## config.mk

```make
export PLATFORM = sky130hd
export DESIGN_NAME = rwk_pins
export DESIGN_NICKNAME = d
export VERILOG_FILES = /design/src/logic/rwk_pkg.sv /design/src/logic/rwk_ram_if.sv /design/src/logic/rwk_pins.sv /design/src/logic/rwk_filter.sv /design/src/logic/rwk_ram.sv
export SDC_FILE = /design/constraint.sdc
export NUM_CORES = 2
export LEC_CHECK = 0
export BUFFER_PORTS_ARGS = -buffer_cell sky130_fd_sc_hd__buf_2
export CORE_MARGIN = 3
export CORE_UTILIZATION = 55
export CTS_CLUSTER_DIAMETER = 40
export DETAILED_ROUTE_END_ITERATION = 16
export HOLD_SLACK_MARGIN = 0.03
export PLACE_DENSITY = 0.73
export SYNTH_ARGS = -nofsm -noshare
export SYNTH_HDL_FRONTEND = slang
export SYNTH_SLANG_ARGS = --single-unit
```

## constraint.sdc

```tcl
create_clock -name clock -period 7.3 [get_ports clock]
set_clock_uncertainty 0.2 [all_clocks]
set_input_delay 0.73 -clock clock [delete_from_list [all_inputs] [get_ports clock]]
set_output_delay 0.73 -clock clock [all_outputs]
set_load 0.005 [all_outputs]
```

## src/logic/rwk_pkg.sv

```systemverilog
// constants shared by the wake-key, interrupt and ram-wipe pin logic
package rwk_pkg;
  // register port widths
  localparam int ADDR_W = 8;
  localparam int DATA_W = 8;
  localparam int EV_W   = 3;

  // register offsets, user ram fills the space from RAM_BASE to the top
  localparam logic [ADDR_W-1:0] ADDR_CTRL   = 8'h00;
  localparam logic [ADDR_W-1:0] ADDR_STATUS = 8'h01;
  localparam logic [ADDR_W-1:0] ADDR_MASK   = 8'h02;
  localparam logic [ADDR_W-1:0] ADDR_STATE  = 8'h03;
  localparam logic [ADDR_W-1:0] RAM_BASE    = 8'h0e;
  localparam int                RAM_BYTES   = 242;
  localparam logic [ADDR_W-1:0] RAM_LAST    = 8'(RAM_BYTES - 1);
  localparam logic [DATA_W-1:0] WIPE_VALUE  = 8'hff;

  // control bits
  localparam int CTRL_AUX_BAT  = 0;
  localparam int CTRL_WAKE_EN  = 1;
  localparam int CTRL_WIPE_EN  = 2;
  // status and mask bits
  localparam int EV_WAKE_KEY   = 0;
  localparam int EV_WIPE_DONE  = 1;
  localparam int EV_POWER_ON   = 2;
  localparam logic [EV_W-1:0] CTRL_RESET = 3'h0;
  localparam logic [EV_W-1:0] MASK_RESET = 3'h0;

  // switch debounce time and its cycle count at 200 MHz
  localparam int CLK_PERIOD_PS = 5000;
  localparam int DEBOUNCE_US   = 2000;
  localparam int DEBOUNCE_CYC  = DEBOUNCE_US * (1000000 / CLK_PERIOD_PS);
  localparam int DEBOUNCE_W    = 20;

  // wipe sequencer states
  typedef enum logic [1:0] {
    WIPE_IDLE = 2'b01,
    WIPE_RUN  = 2'b10
  } rwk_wipe_e;
endpackage : rwk_pkg

```

## src/logic/rwk_ram_if.sv

```systemverilog
// link between the pin logic and the user ram with its wipe sequencer
interface rwk_ram_if;
  logic [rwk_pkg::ADDR_W-1:0] addr;      // ram byte index
  logic [rwk_pkg::DATA_W-1:0] wdata;     // write byte
  logic                       we;        // write strobe
  logic [rwk_pkg::DATA_W-1:0] rdata;     // byte at addr
  logic                       wipeReq;   // start a wipe
  logic                       wipeBusy;  // wipe in progress
  logic                       wipeDone;  // pulse at wipe end

  modport ctl (output addr, wdata, we, wipeReq,
               input  rdata, wipeBusy, wipeDone);
  modport mem (input  addr, wdata, we, wipeReq,
               output rdata, wipeBusy, wipeDone);
endinterface : rwk_ram_if

```

## src/logic/rwk_pins.sv

```systemverilog
// wake-key, interrupt request and ram-wipe pin logic of the clock chip
//
// Behaviour
// - without main supply, a wake-key fall requests system power-on
// - power-on needs battery enable, wake-key enable and auxiliary supply
// - with main supply present, low wake-key level raises an interrupt flag
// - interrupt request held low while any enabled status flag is set
// - enabled ram-wipe fall writes ones into all 242 user bytes
// - ram wipe works with or without main supply
module rwk_pins #(
  parameter int DebounceCycles = rwk_pkg::DEBOUNCE_CYC
) (
  input  wire logic                       clock,          // 200 MHz clock
  input  wire logic                       rst_n,          // async reset
  input  wire logic                       clkEn,          // clock enable
  input  wire logic                       mainSupply,     // main supply ok
  input  wire logic                       auxiliarySupply, // aux supply ok
  input  wire logic                       wakeKeyInputN,  // wake key pin
  input  wire logic                       ramWipeInputN,  // wipe pin
  output logic                            irqReqOut,      // irq pin level
  output logic                            irqReqOe,       // irq pin drive
  output logic                            powerOnReq,     // power switch on
  input  wire logic [rwk_pkg::ADDR_W-1:0] regAddr,        // register addr
  input  wire logic [rwk_pkg::DATA_W-1:0] regWdata,       // write data
  input  wire logic                       regWr,          // write strobe
  input  wire logic                       regRd,          // read strobe
  output logic      [rwk_pkg::DATA_W-1:0] regRdata        // read data
);
  typedef struct packed {
    logic                       mainMeta;
    logic                       mainSeen;
    logic                       auxMeta;
    logic                       auxSeen;
    logic [rwk_pkg::EV_W-1:0]   ctrl;
    logic [rwk_pkg::EV_W-1:0]   status;
    logic [rwk_pkg::EV_W-1:0]   mask;
    logic                       powerOn;
    logic [rwk_pkg::DATA_W-1:0] readData;
  } rwk_top_s;

  rwk_top_s st;
  rwk_top_s next_st;

  logic                     rstMeta;
  logic                     rstN;
  logic                     keyLevel;
  logic                     keyFell;
  logic                     wipeLevel;
  logic                     wipeFell;
  logic                     kickArmed;
  logic [rwk_pkg::EV_W-1:0] events;
  logic [rwk_pkg::EV_W-1:0] clearBits;

  rwk_ram_if ramBus ();

  // true when the address falls in user ram
  function automatic logic isRam(input logic [rwk_pkg::ADDR_W-1:0] a);
    isRam = (a >= rwk_pkg::RAM_BASE);
  endfunction : isRam

  // ram byte index for a register address
  function automatic logic [rwk_pkg::ADDR_W-1:0] ramIndex(
    input logic [rwk_pkg::ADDR_W-1:0] a
  );
    ramIndex = a - rwk_pkg::RAM_BASE;
  endfunction : ramIndex

  // strobe aimed at one register address
  function automatic logic regHit(
    input logic                       strobe,
    input logic [rwk_pkg::ADDR_W-1:0] a,
    input logic [rwk_pkg::ADDR_W-1:0] target
  );
    regHit = strobe && (a == target);
  endfunction : regHit

  // reset release through two flops
  // assert is immediate, release waits for two enabled edges
  always_ff @(posedge clock or negedge rst_n) begin
    if (!rst_n) begin
      rstMeta <= 1'b0;
      rstN    <= 1'b0;
    end else if (clkEn) begin
      rstMeta <= 1'b1;
      rstN    <= rstMeta;
    end
  end

  rwk_filter #(
    .Cycles (DebounceCycles),
    .CountW (rwk_pkg::DEBOUNCE_W)
  ) keyFilter (
    .clock (clock),
    .rstN  (rstN),
    .clkEn (clkEn),
    .pinN  (wakeKeyInputN),
    .level (keyLevel),
    .fell  (keyFell)
  );

  rwk_filter #(
    .Cycles (DebounceCycles),
    .CountW (rwk_pkg::DEBOUNCE_W)
  ) wipeFilter (
    .clock (clock),
    .rstN  (rstN),
    .clkEn (clkEn),
    .pinN  (ramWipeInputN),
    .level (wipeLevel),
    .fell  (wipeFell)
  );

  // user ram and its wipe sequencer
  rwk_ram userRam (
    .clock (clock),
    .rstN  (rstN),
    .clkEn (clkEn),
    .bus   (ramBus)
  );

  // kickstart armed only with both enables and aux supply
  assign kickArmed = st.ctrl[rwk_pkg::CTRL_AUX_BAT]
                   & st.ctrl[rwk_pkg::CTRL_WAKE_EN]
                   & st.auxSeen;

  // wipe starts on enabled fall, main supply not consulted
  // falls during a running wipe are dropped, not queued
  assign ramBus.wipeReq = wipeFell & st.ctrl[rwk_pkg::CTRL_WIPE_EN]
                        & ~ramBus.wipeBusy;
  assign ramBus.addr    = ramIndex(regAddr);
  assign ramBus.wdata   = regWdata;
  assign ramBus.we      = regWr & isRam(regAddr);

  // event sources for the sticky status bits
  always_comb begin
    events = '0;
    // low key with main supply is an interrupt source
    events[rwk_pkg::EV_WAKE_KEY]  = ~keyLevel & st.mainSeen;
    events[rwk_pkg::EV_WIPE_DONE] = ramBus.wipeDone;
    // key fall without main supply is a power-on event
    events[rwk_pkg::EV_POWER_ON]  = keyFell & ~st.mainSeen & kickArmed;
  end

  // write-one-to-clear mask for status
  always_comb begin
    clearBits = '0;
    if (regHit(regWr, regAddr, rwk_pkg::ADDR_STATUS)) begin
      clearBits = regWdata[rwk_pkg::EV_W-1:0];
    end
  end

  // next state: supply sync, registers, power request, read data
  always_comb begin
    next_st          = st;
    next_st.mainMeta = mainSupply;
    next_st.mainSeen = st.mainMeta;
    next_st.auxMeta  = auxiliarySupply;
    next_st.auxSeen  = st.auxMeta;
    // host clears flags; a same-cycle event wins
    next_st.status   = (st.status & ~clearBits) | events;
    if (regHit(regWr, regAddr, rwk_pkg::ADDR_CTRL)) begin
      next_st.ctrl = regWdata[rwk_pkg::EV_W-1:0];
    end
    if (regHit(regWr, regAddr, rwk_pkg::ADDR_MASK)) begin
      next_st.mask = regWdata[rwk_pkg::EV_W-1:0];
    end
    // hold power-on until main supply returns
    if (st.mainSeen) begin
      next_st.powerOn = 1'b0;
    end else if (events[rwk_pkg::EV_POWER_ON]) begin
      next_st.powerOn = 1'b1;
    end
    // read data stands one cycle only
    next_st.readData = '0;
    if (regRd) begin
      if (isRam(regAddr)) begin
        next_st.readData = ramBus.rdata;
      end else begin
        case (regAddr)
          rwk_pkg::ADDR_CTRL:   next_st.readData = 8'(st.ctrl);
          rwk_pkg::ADDR_STATUS: next_st.readData = 8'(st.status);
          rwk_pkg::ADDR_MASK:   next_st.readData = 8'(st.mask);
          rwk_pkg::ADDR_STATE:  next_st.readData = {2'h0, st.mainSeen,
                                  st.auxSeen, keyLevel, wipeLevel,
                                  ramBus.wipeBusy, st.powerOn};
          default:              next_st.readData = '0;
        endcase
      end
    end
  end

  // state register
  always_ff @(posedge clock or negedge rstN) begin
    if (!rstN) begin
      st <= '{mainMeta: 1'b0, mainSeen: 1'b0, auxMeta: 1'b0,
              auxSeen: 1'b0, ctrl: rwk_pkg::CTRL_RESET, status: '0,
              mask: rwk_pkg::MASK_RESET, powerOn: 1'b0, readData: '0};
    end else if (clkEn) begin
      st <= next_st;
    end
  end

  // open-drain request pulls low while enabled flag set
  // the pin only sinks; the host pull-up gives the idle high
  assign irqReqOut  = 1'b0;
  assign irqReqOe   = |(st.status & st.mask);
  assign powerOnReq = st.powerOn;
  assign regRdata   = st.readData;

  // armed key fall without main requests power-on
  a_power_on_set: assert property (@(posedge clock)
    disable iff (!rstN || !clkEn)
    (keyFell && !st.mainSeen && kickArmed) |=> powerOnReq)
    else $error("power-on not requested after wake-key fall");

  // request held until main supply is seen
  a_power_hold: assert property (@(posedge clock)
    disable iff (!rstN || !clkEn)
    (powerOnReq && !st.mainSeen) |=> powerOnReq)
    else $error("power-on request dropped before main supply");

  // request comes with its status flag
  a_power_flag: assert property (@(posedge clock)
    disable iff (!rstN || !clkEn)
    $rose(powerOnReq) |-> st.status[rwk_pkg::EV_POWER_ON])
    else $error("power-on raised without its status flag");

  a_power_gated: assert property (@(posedge clock)
    disable iff (!rstN || !clkEn)
    $rose(powerOnReq) |-> $past(kickArmed) && $past(keyFell))
    else $error("power-on raised without both enables and aux supply");

  // low key under main supply sets the flag
  a_key_flag: assert property (@(posedge clock)
    disable iff (!rstN || !clkEn)
    (!keyLevel && st.mainSeen) |=> st.status[rwk_pkg::EV_WAKE_KEY])
    else $error("wake-key low under main supply not flagged");

  // no key flag without main supply
  a_key_quiet: assert property (@(posedge clock)
    disable iff (!rstN || !clkEn)
    (!st.mainSeen && !st.status[rwk_pkg::EV_WAKE_KEY])
      |=> !st.status[rwk_pkg::EV_WAKE_KEY])
    else $error("wake-key flag set without main supply");

  // no power-on while main supply present
  a_no_kick_main: assert property (@(posedge clock)
    disable iff (!rstN || !clkEn)
    st.mainSeen |=> !powerOnReq)
    else $error("power-on asserted while main supply present");

  // enabled set flag keeps the request low over time
  a_irq_hold: assert property (@(posedge clock)
    disable iff (!rstN || !clkEn)
    (irqReqOe && !regWr) |=> irqReqOe)
    else $error("interrupt request released without a host write");

  // request drops only after a status or mask write
  a_irq_release: assert property (@(posedge clock)
    disable iff (!rstN || !clkEn)
    $fell(irqReqOe) |-> $past(regWr) &&
      ($past(regAddr) == rwk_pkg::ADDR_STATUS ||
       $past(regAddr) == rwk_pkg::ADDR_MASK))
    else $error("interrupt request fell with no clearing write");

  // set flags stay set without a write
  a_status_sticky: assert property (@(posedge clock)
    disable iff (!rstN || !clkEn)
    !regWr |=> (st.status & $past(st.status)) == $past(st.status))
    else $error("status flag dropped without a host write");

  // every event lands, also beside a clear
  a_event_lands: assert property (@(posedge clock)
    disable iff (!rstN || !clkEn)
    (|events) |=> (st.status & $past(events)) == $past(events))
    else $error("status event lost");

  a_status_w1c: assert property (@(posedge clock)
    disable iff (!rstN || !clkEn)
    regHit(regWr, regAddr, rwk_pkg::ADDR_STATUS) |=>
      ((st.status & ~$past(events)
        & $past(regWdata[rwk_pkg::EV_W-1:0])) == '0))
    else $error("written status ones did not clear");

  // enabled wipe fall starts the wipe next cycle
  a_wipe_start: assert property (@(posedge clock)
    disable iff (!rstN || !clkEn)
    (wipeFell && st.ctrl[rwk_pkg::CTRL_WIPE_EN] && !ramBus.wipeBusy)
      |=> ramBus.wipeBusy ##243 st.status[rwk_pkg::EV_WIPE_DONE])
    else $error("enabled ram wipe did not run to completion");

  // wipe end sets its status flag
  a_wipe_done_flag: assert property (@(posedge clock)
    disable iff (!rstN || !clkEn)
    ramBus.wipeDone |=> st.status[rwk_pkg::EV_WIPE_DONE])
    else $error("wipe end not flagged");

  a_wipe_gated: assert property (@(posedge clock)
    disable iff (!rstN || !clkEn)
    $rose(ramBus.wipeBusy) |-> $past(st.ctrl[rwk_pkg::CTRL_WIPE_EN]))
    else $error("ram wipe started while disabled");
endmodule : rwk_pins

```

## src/logic/rwk_filter.sv

```systemverilog
// two-flop synchroniser and debounce filter for a switch pin
module rwk_filter #(
  parameter int Cycles = rwk_pkg::DEBOUNCE_CYC,
  parameter int CountW = rwk_pkg::DEBOUNCE_W
) (
  input  wire logic clock,  // core clock
  input  wire logic rstN,   // synchronised reset, active low
  input  wire logic clkEn,  // freezes state while low
  input  wire logic pinN,   // raw switch pin, active low
  output logic      level,  // debounced level
  output logic      fell    // one-cycle pulse on a debounced fall
);
  localparam logic [CountW-1:0] LastCount = CountW'(Cycles - 1);

  typedef struct packed {
    logic              meta;
    logic              seen;
    logic              stable;
    logic              fell;
    logic [CountW-1:0] count;
  } rwk_filt_s;

  rwk_filt_s st;
  rwk_filt_s next_st;

  always_comb begin
    next_st      = st;
    next_st.meta = pinN;
    next_st.seen = st.meta;
    next_st.fell = 1'b0;
    if (st.seen == st.stable) begin
      next_st.count = '0;
    end else if (st.count == LastCount) begin
      next_st.stable = st.seen;
      next_st.count  = '0;
      next_st.fell   = ~st.seen;
    end else begin
      next_st.count = st.count + 1'b1;
    end
  end

  // state register, idle pin reads high
  always_ff @(posedge clock or negedge rstN) begin
    if (!rstN) begin
      st <= '{meta: 1'b1, seen: 1'b1, stable: 1'b1, fell: 1'b0, count: '0};
    end else if (clkEn) begin
      st <= next_st;
    end
  end

  assign level = st.stable;
  assign fell  = st.fell;

  // level moves only after full count
  a_filter_hold: assert property (@(posedge clock)
    disable iff (!rstN)
    $changed(st.stable) |-> $past(st.count) == LastCount)
    else $error("debounced level moved before the filter time");
endmodule : rwk_filter

```

## src/logic/rwk_ram.sv

```systemverilog
// 242-byte user ram with a sequencer that fills it with ones
module rwk_ram (
  input wire logic clock,  // core clock
  input wire logic rstN,   // synchronised reset, active low
  input wire logic clkEn,  // freezes state while low
  rwk_ram_if.mem   bus     // access and wipe control
);
  typedef struct packed {
    rwk_pkg::rwk_wipe_e         state;
    logic [rwk_pkg::ADDR_W-1:0] ptr;
    logic                       done;
  } rwk_ram_s;

  logic [rwk_pkg::DATA_W-1:0] mem [rwk_pkg::RAM_BYTES];
  rwk_ram_s st;
  rwk_ram_s next_st;

  // walk every byte once per wipe
  always_comb begin
    next_st      = st;
    next_st.done = 1'b0;
    case (st.state)
      rwk_pkg::WIPE_IDLE: begin
        if (bus.wipeReq) begin
          next_st.state = rwk_pkg::WIPE_RUN;
          next_st.ptr   = '0;
        end
      end
      rwk_pkg::WIPE_RUN: begin
        next_st.ptr = st.ptr + 1'b1;
        if (st.ptr == rwk_pkg::RAM_LAST) begin
          next_st.state = rwk_pkg::WIPE_IDLE;
          next_st.done  = 1'b1;
        end
      end
      default: next_st.state = rwk_pkg::WIPE_IDLE;
    endcase
  end

  always_ff @(posedge clock or negedge rstN) begin
    if (!rstN) begin
      st <= '{state: rwk_pkg::WIPE_IDLE, ptr: '0, done: 1'b0};
    end else if (clkEn) begin
      st <= next_st;
    end
  end

  // wipe writes win, bus writes during a wipe are dropped
  always_ff @(posedge clock) begin
    if (clkEn) begin
      if (st.state == rwk_pkg::WIPE_RUN) begin
        mem[st.ptr] <= rwk_pkg::WIPE_VALUE;
      end else if (bus.we && bus.addr <= rwk_pkg::RAM_LAST) begin
        mem[bus.addr] <= bus.wdata;
      end
    end
  end

  assign bus.rdata    = (bus.addr <= rwk_pkg::RAM_LAST) ? mem[bus.addr] : '0;
  assign bus.wipeBusy = (st.state == rwk_pkg::WIPE_RUN);
  assign bus.wipeDone = st.done;

  a_wipe_length: assert property (@(posedge clock)
    disable iff (!rstN || !clkEn)
    $rose(bus.wipeBusy) |-> ##241 bus.wipeBusy ##1 !bus.wipeBusy)
    else $error("wipe did not cover exactly all user bytes");

  a_wipe_value: assert property (@(posedge clock)
    disable iff (!rstN || !clkEn)
    bus.wipeBusy |=> mem[$past(st.ptr)] == rwk_pkg::WIPE_VALUE)
    else $error("wiped byte does not read all ones");
endmodule : rwk_ram

```

==> flow_summary.rst <==
.. list-table::
   :header-rows: 1

   * - Metric
     - Value
   * - Number of antenna violations at the first check in global routing
     - 6
   * - Clock-pin slew reported for the worst setup and hold paths after clock tree synthesis
     - 0.06 ns
   * - Initial core utilization
     - 55.7%
   * - Final Slew Violations
     - 0
   * - Number of buffers added by the clock tree synthesis step
     - 217
   * - Cell breakdown of the critical path
     - buf_8 > ha_4 > a2111oi_4 > xnor2_2 > a211o_1 > o211ai_4 > buf_4 > mux2i_1 > a21o_1 > buf_4 > nor2_1
   * - Number of distinct library cell variants in the gate-level netlist after synthesis
     - 79
   * - Final global-route overflow total
     - 0
   * - Total of flip-flops plus latches after synthesis
     - 2019
   * - Total number of vias
     - 41500
   * - Number of synthesized flops with an enable pin
     - 1936
   * - M1 GR Usage
     - 40.0%
   * - Result of the run
     - finished clean
   * - Critical Path Sink Type
     - flip-flop
   * - Die ar.
     - 151000 µm²
   * - Area of all placed cells without fillers
     - 90500 µm²
   * - Row Count
     - 139
   * - Final Hold Vio Count
     - 0
   * - Syn-to-layout area delta
     - 12.4%
   * - Final Setup Violations
     - 0
   * - Met3 track demand over resource
     - 7.93%
   * - Maximum buffer depth of the clock tree
     - 3
   * - Worst Setup Path Type
     - primary input to flip-flop
   * - Starting DRT DRC Count
     - 5564
   * - HPWL after detailed placement
     - 120000 µm
   * - Core area
     - 145000 µm²
   * - Hold Path Class
     - flip-flop to asynchronous set/reset pin
   * - Die width
     - 389 µm
   * - Top-Level Pins
     - 36
   * - Grt peak-use layer
     - met1
   * - Most used cell, CP
     - buf_4
   * - Clock tree from TritonCTS
     - yes
   * - Sequential fraction of the synthesis area
     - 74.8%
   * - Ys Warns
     - 0
   * - Required time worst endpoint
     - 7.57 ns
   * - Sinks on the clock net
     - 2019
   * - Cell Area, Synth
     - 80500 µm²
   * - Multi-input logic area
     - 19100 µm²
   * - IR drop worst, VDD
     - 0.000237 V
   * - Power Density
     - 280 nW/µm²
   * - Antenna Nets Post-Route
     - 0
   * - Worst path max stage delay
     - 1.03 ns
   * - Met2 routing resource usage after global routing
     - 39.4%
   * - Later-pin clock latency in the skew report
     - 0.86 ns
   * - Upper clock frequency limit
     - 0.182 GHz
   * - Critical path buffers and inverters
     - 3
   * - Number of nets in the layout
     - 4097
   * - Instance count on the critical path
     - 11
   * - Headroom to the max-slew limit
     - 3.19%
   * - Fraction of layout cells with a size suffix above 1
     - 25.9%
   * - H-tree depth
     - 4
   * - Cell family contributing the most delay on the critical path
     - compound AO/OA/AOI/OAI gates
   * - Period Utilization, post-route
     - 75.4%
   * - Total leakage power
     - 32.0 nW
   * - Vias in the first global route
     - 40500
   * - Number of detailed-routing iterations run before antenna repair
     - 7
   * - Number of fillers in the final layout
     - 9534
   * - RD Place Congestion
     - 0.941
   * - Mapped Avg Cell Area
     - 20.4 µm²
   * - Number of cells on the worst reg-to-reg path
     - 8
   * - Global-route usage over all layers
     - 27.3%
   * - Cell with the largest stage delay on the worst path
     - a21o_1
   * - Wire length of the first global-routing pass
     - 296000 µm
   * - Final setup TNS
     - 0 ns
   * - Dominant register cell in the synthesized netlist
     - edfxtp_1
   * - Placed inst area
     - 82900 µm²
   * - Unrepaired setup endpoints after global routing
     - no
   * - Syn nets
     - 3975
   * - Max-capacitance violation count
     - 0
   * - Number of buffers inserted by port buffering
     - 34
   * - Maximum fanout count along the critical path
     - 71
   * - Average detailed-routed wire length per instance
     - 33.1 µm
   * - Synthesized netlist cell count
     - 3945
   * - Pin slew with the least headroom to its limit
     - 1.45 ns
   * - WP data arrival
     - 5.77 ns
   * - Tmin final
     - 5.51 ns
   * - Worst Setup Start Kind
     - primary input
   * - Routed wire length
     - 204000 µm
   * - Vias per cell
     - 6.74
   * - Largest net degree at the start of global routing
     - 131
   * - Residual DRC
     - 0
   * - Die span in y
     - 389 µm
   * - Async set or reset register ratio after synthesis
     - 4.11%
   * - CTS root buf
     - clkbuf_16
   * - FF/Latch Area
     - 60200 µm²
[placed cells by master, fill, tap and decap left out, types with 29 or more instances in the layout]
| master | count |
|---|---|
| nor2_1 | 297 |
| a21oi_1 | 37 |
| clkbuf_16 | 217 |
| mux2_2 | 30 |
| mux4_2 | 542 |
| nand2_1 | 189 |
| dfrtp_1 | 75 |
| buf_2 | 32 |
| edfxtp_1 | 1936 |
| clkbuf_1 | 29 |
| and3_1 | 29 |
| nor3_1 | 38 |
| buf_4 | 84 |
| o21ai_0 | 62 |
| mux2i_1 | 97 |
| nand3_1 | 34 |
[cells in the mapped netlist, types with 8 or more instances]
master | instances | area (µm²)
edfxtp_1 | 1936 | 58100
mux4_2 | 542 | 12200
nor2_1 | 298 | 1120
nand2_1 | 189 | 709
mux2i_1 | 97 | 971
buf_2 | 93 | 465
dfrtp_1 | 76 | 1900
clkbuf_1 | 70 | 263
o21ai_0 | 62 | 310
buf_4 | 47 | 353
nor3_1 | 38 | 190
a21oi_1 | 37 | 185
nand3_1 | 34 | 170
nand2b_1 | 31 | 194
mux2_2 | 30 | 338
and3_1 | 29 | 181
buf_6 | 22 | 248
a21o_1 | 20 | 150
nand4_1 | 17 | 106
nor2b_1 | 15 | 93.8
a31oi_1 | 13 | 81.3
nor4_1 | 13 | 81.3
a211oi_1 | 12 | 90.1
buf_1 | 12 | 45.0
xor2_1 | 12 | 105
a2111oi_0 | 11 | 96.3
o31ai_1 | 11 | 82.6
o41ai_1 | 10 | 87.6
a22oi_1 | 9 | 67.6
inv_1 | 9 | 33.8
xnor2_1 | 9 | 78.8
o211ai_1 | 8 | 60.1
o22ai_1 | 8 | 50.1
[routing by layer]
metal / wire [µm] / part of all wire [%]
met1: 78100 / 38
met2: 91700 / 45
met3: 25500 / 13
met4: 8320 / 4.1
met5: 73 / 0.036
[power breakdown]
part	internal (W)	switching, W
sequential	0.0127	0.0000332
clock	0.00657	0.00470
combinational	0.000442	0.000878
[flip-flops by register name (all words and copies together) (netlist names)]
name	flops
userRam.mem	1936
keyFilter.st	21
wipeFilter.st	21
st	11
userRam.st	10
regRdata	8
next_st	2
keyFilter.fell	1
keyFilter.level	1
keyFilter.next_st	1
powerOnReq	1
rstMeta	1
rstN	1
userRam.bus.wipeDone	1
wipeFilter.fell	1
wipeFilter.level	1
wipeFilter.next_st	1
[repair_timing]
action | in CTS | in global routing
setup buffers | 0 | 0
resized for setup | 0 | 0
hold buffers | 9 | 0
endpoints found under the hold margin | 15 | 0
[cell type report]
class,instances,area share [%]
flip-flops and latches,2019,66.5
repair buffers,147,1.45
diodes,3,0.00830
clock inverters,155,2.09
well taps,1903,2.63
inverters,10,0.0429
clock buffers,248,6.15
multi-input cells,1672,21.1
[worst paths after layout]
check | start | to | slack, ns
max in group asynchronous | rstN | keyFilter.st[18] | 5.80
worst min register to register | rstN | next_st[20] | 0.12
min in group clock | regRd | regRdata[0] | 0.20
worst max-delay path | regAddr[1] | userRam.mem[173][3] | 1.79
worst min-delay path | rstN | next_st[20] | 0.12
worst max register to register | userRam.st[10] | userRam.mem[173][3] | 2.44
[kinds of logic after synthesis]
family,synth area share [%]
fa+ha+maj,0.0777
flops,74.8
buf+inv,1.75
simple gates,3.95
other cells,0.00466
compound gates,2.36
mux,16.8
xor+xnor,0.228
[metrics by stage]
| stage | worst slack, ns | hold slack, ns | instances | power [W] | util [%] |
|---|---|---|---|---|---|
| floorplan | 0.991 | 0.231 | 3945 | 0.0138 | - |
| global placement | 1.25 | 0.130 | 5742 | 0.0142 | 57.4 |
| detailed placement | 1.08 | 0.131 | 5742 | 0.0142 | 57.4 |
| CTS | 1.96 | 0.125 | 6154 | 0.0254 | 62.6 |
| global route | 1.73 | 0.160 | 6154 | 0.0259 | 62.6 |
| finish | 1.79 | 0.119 | 6157 | 0.0253 | 62.6 |
No activity file was read; power rests on OpenSTA's default activity.
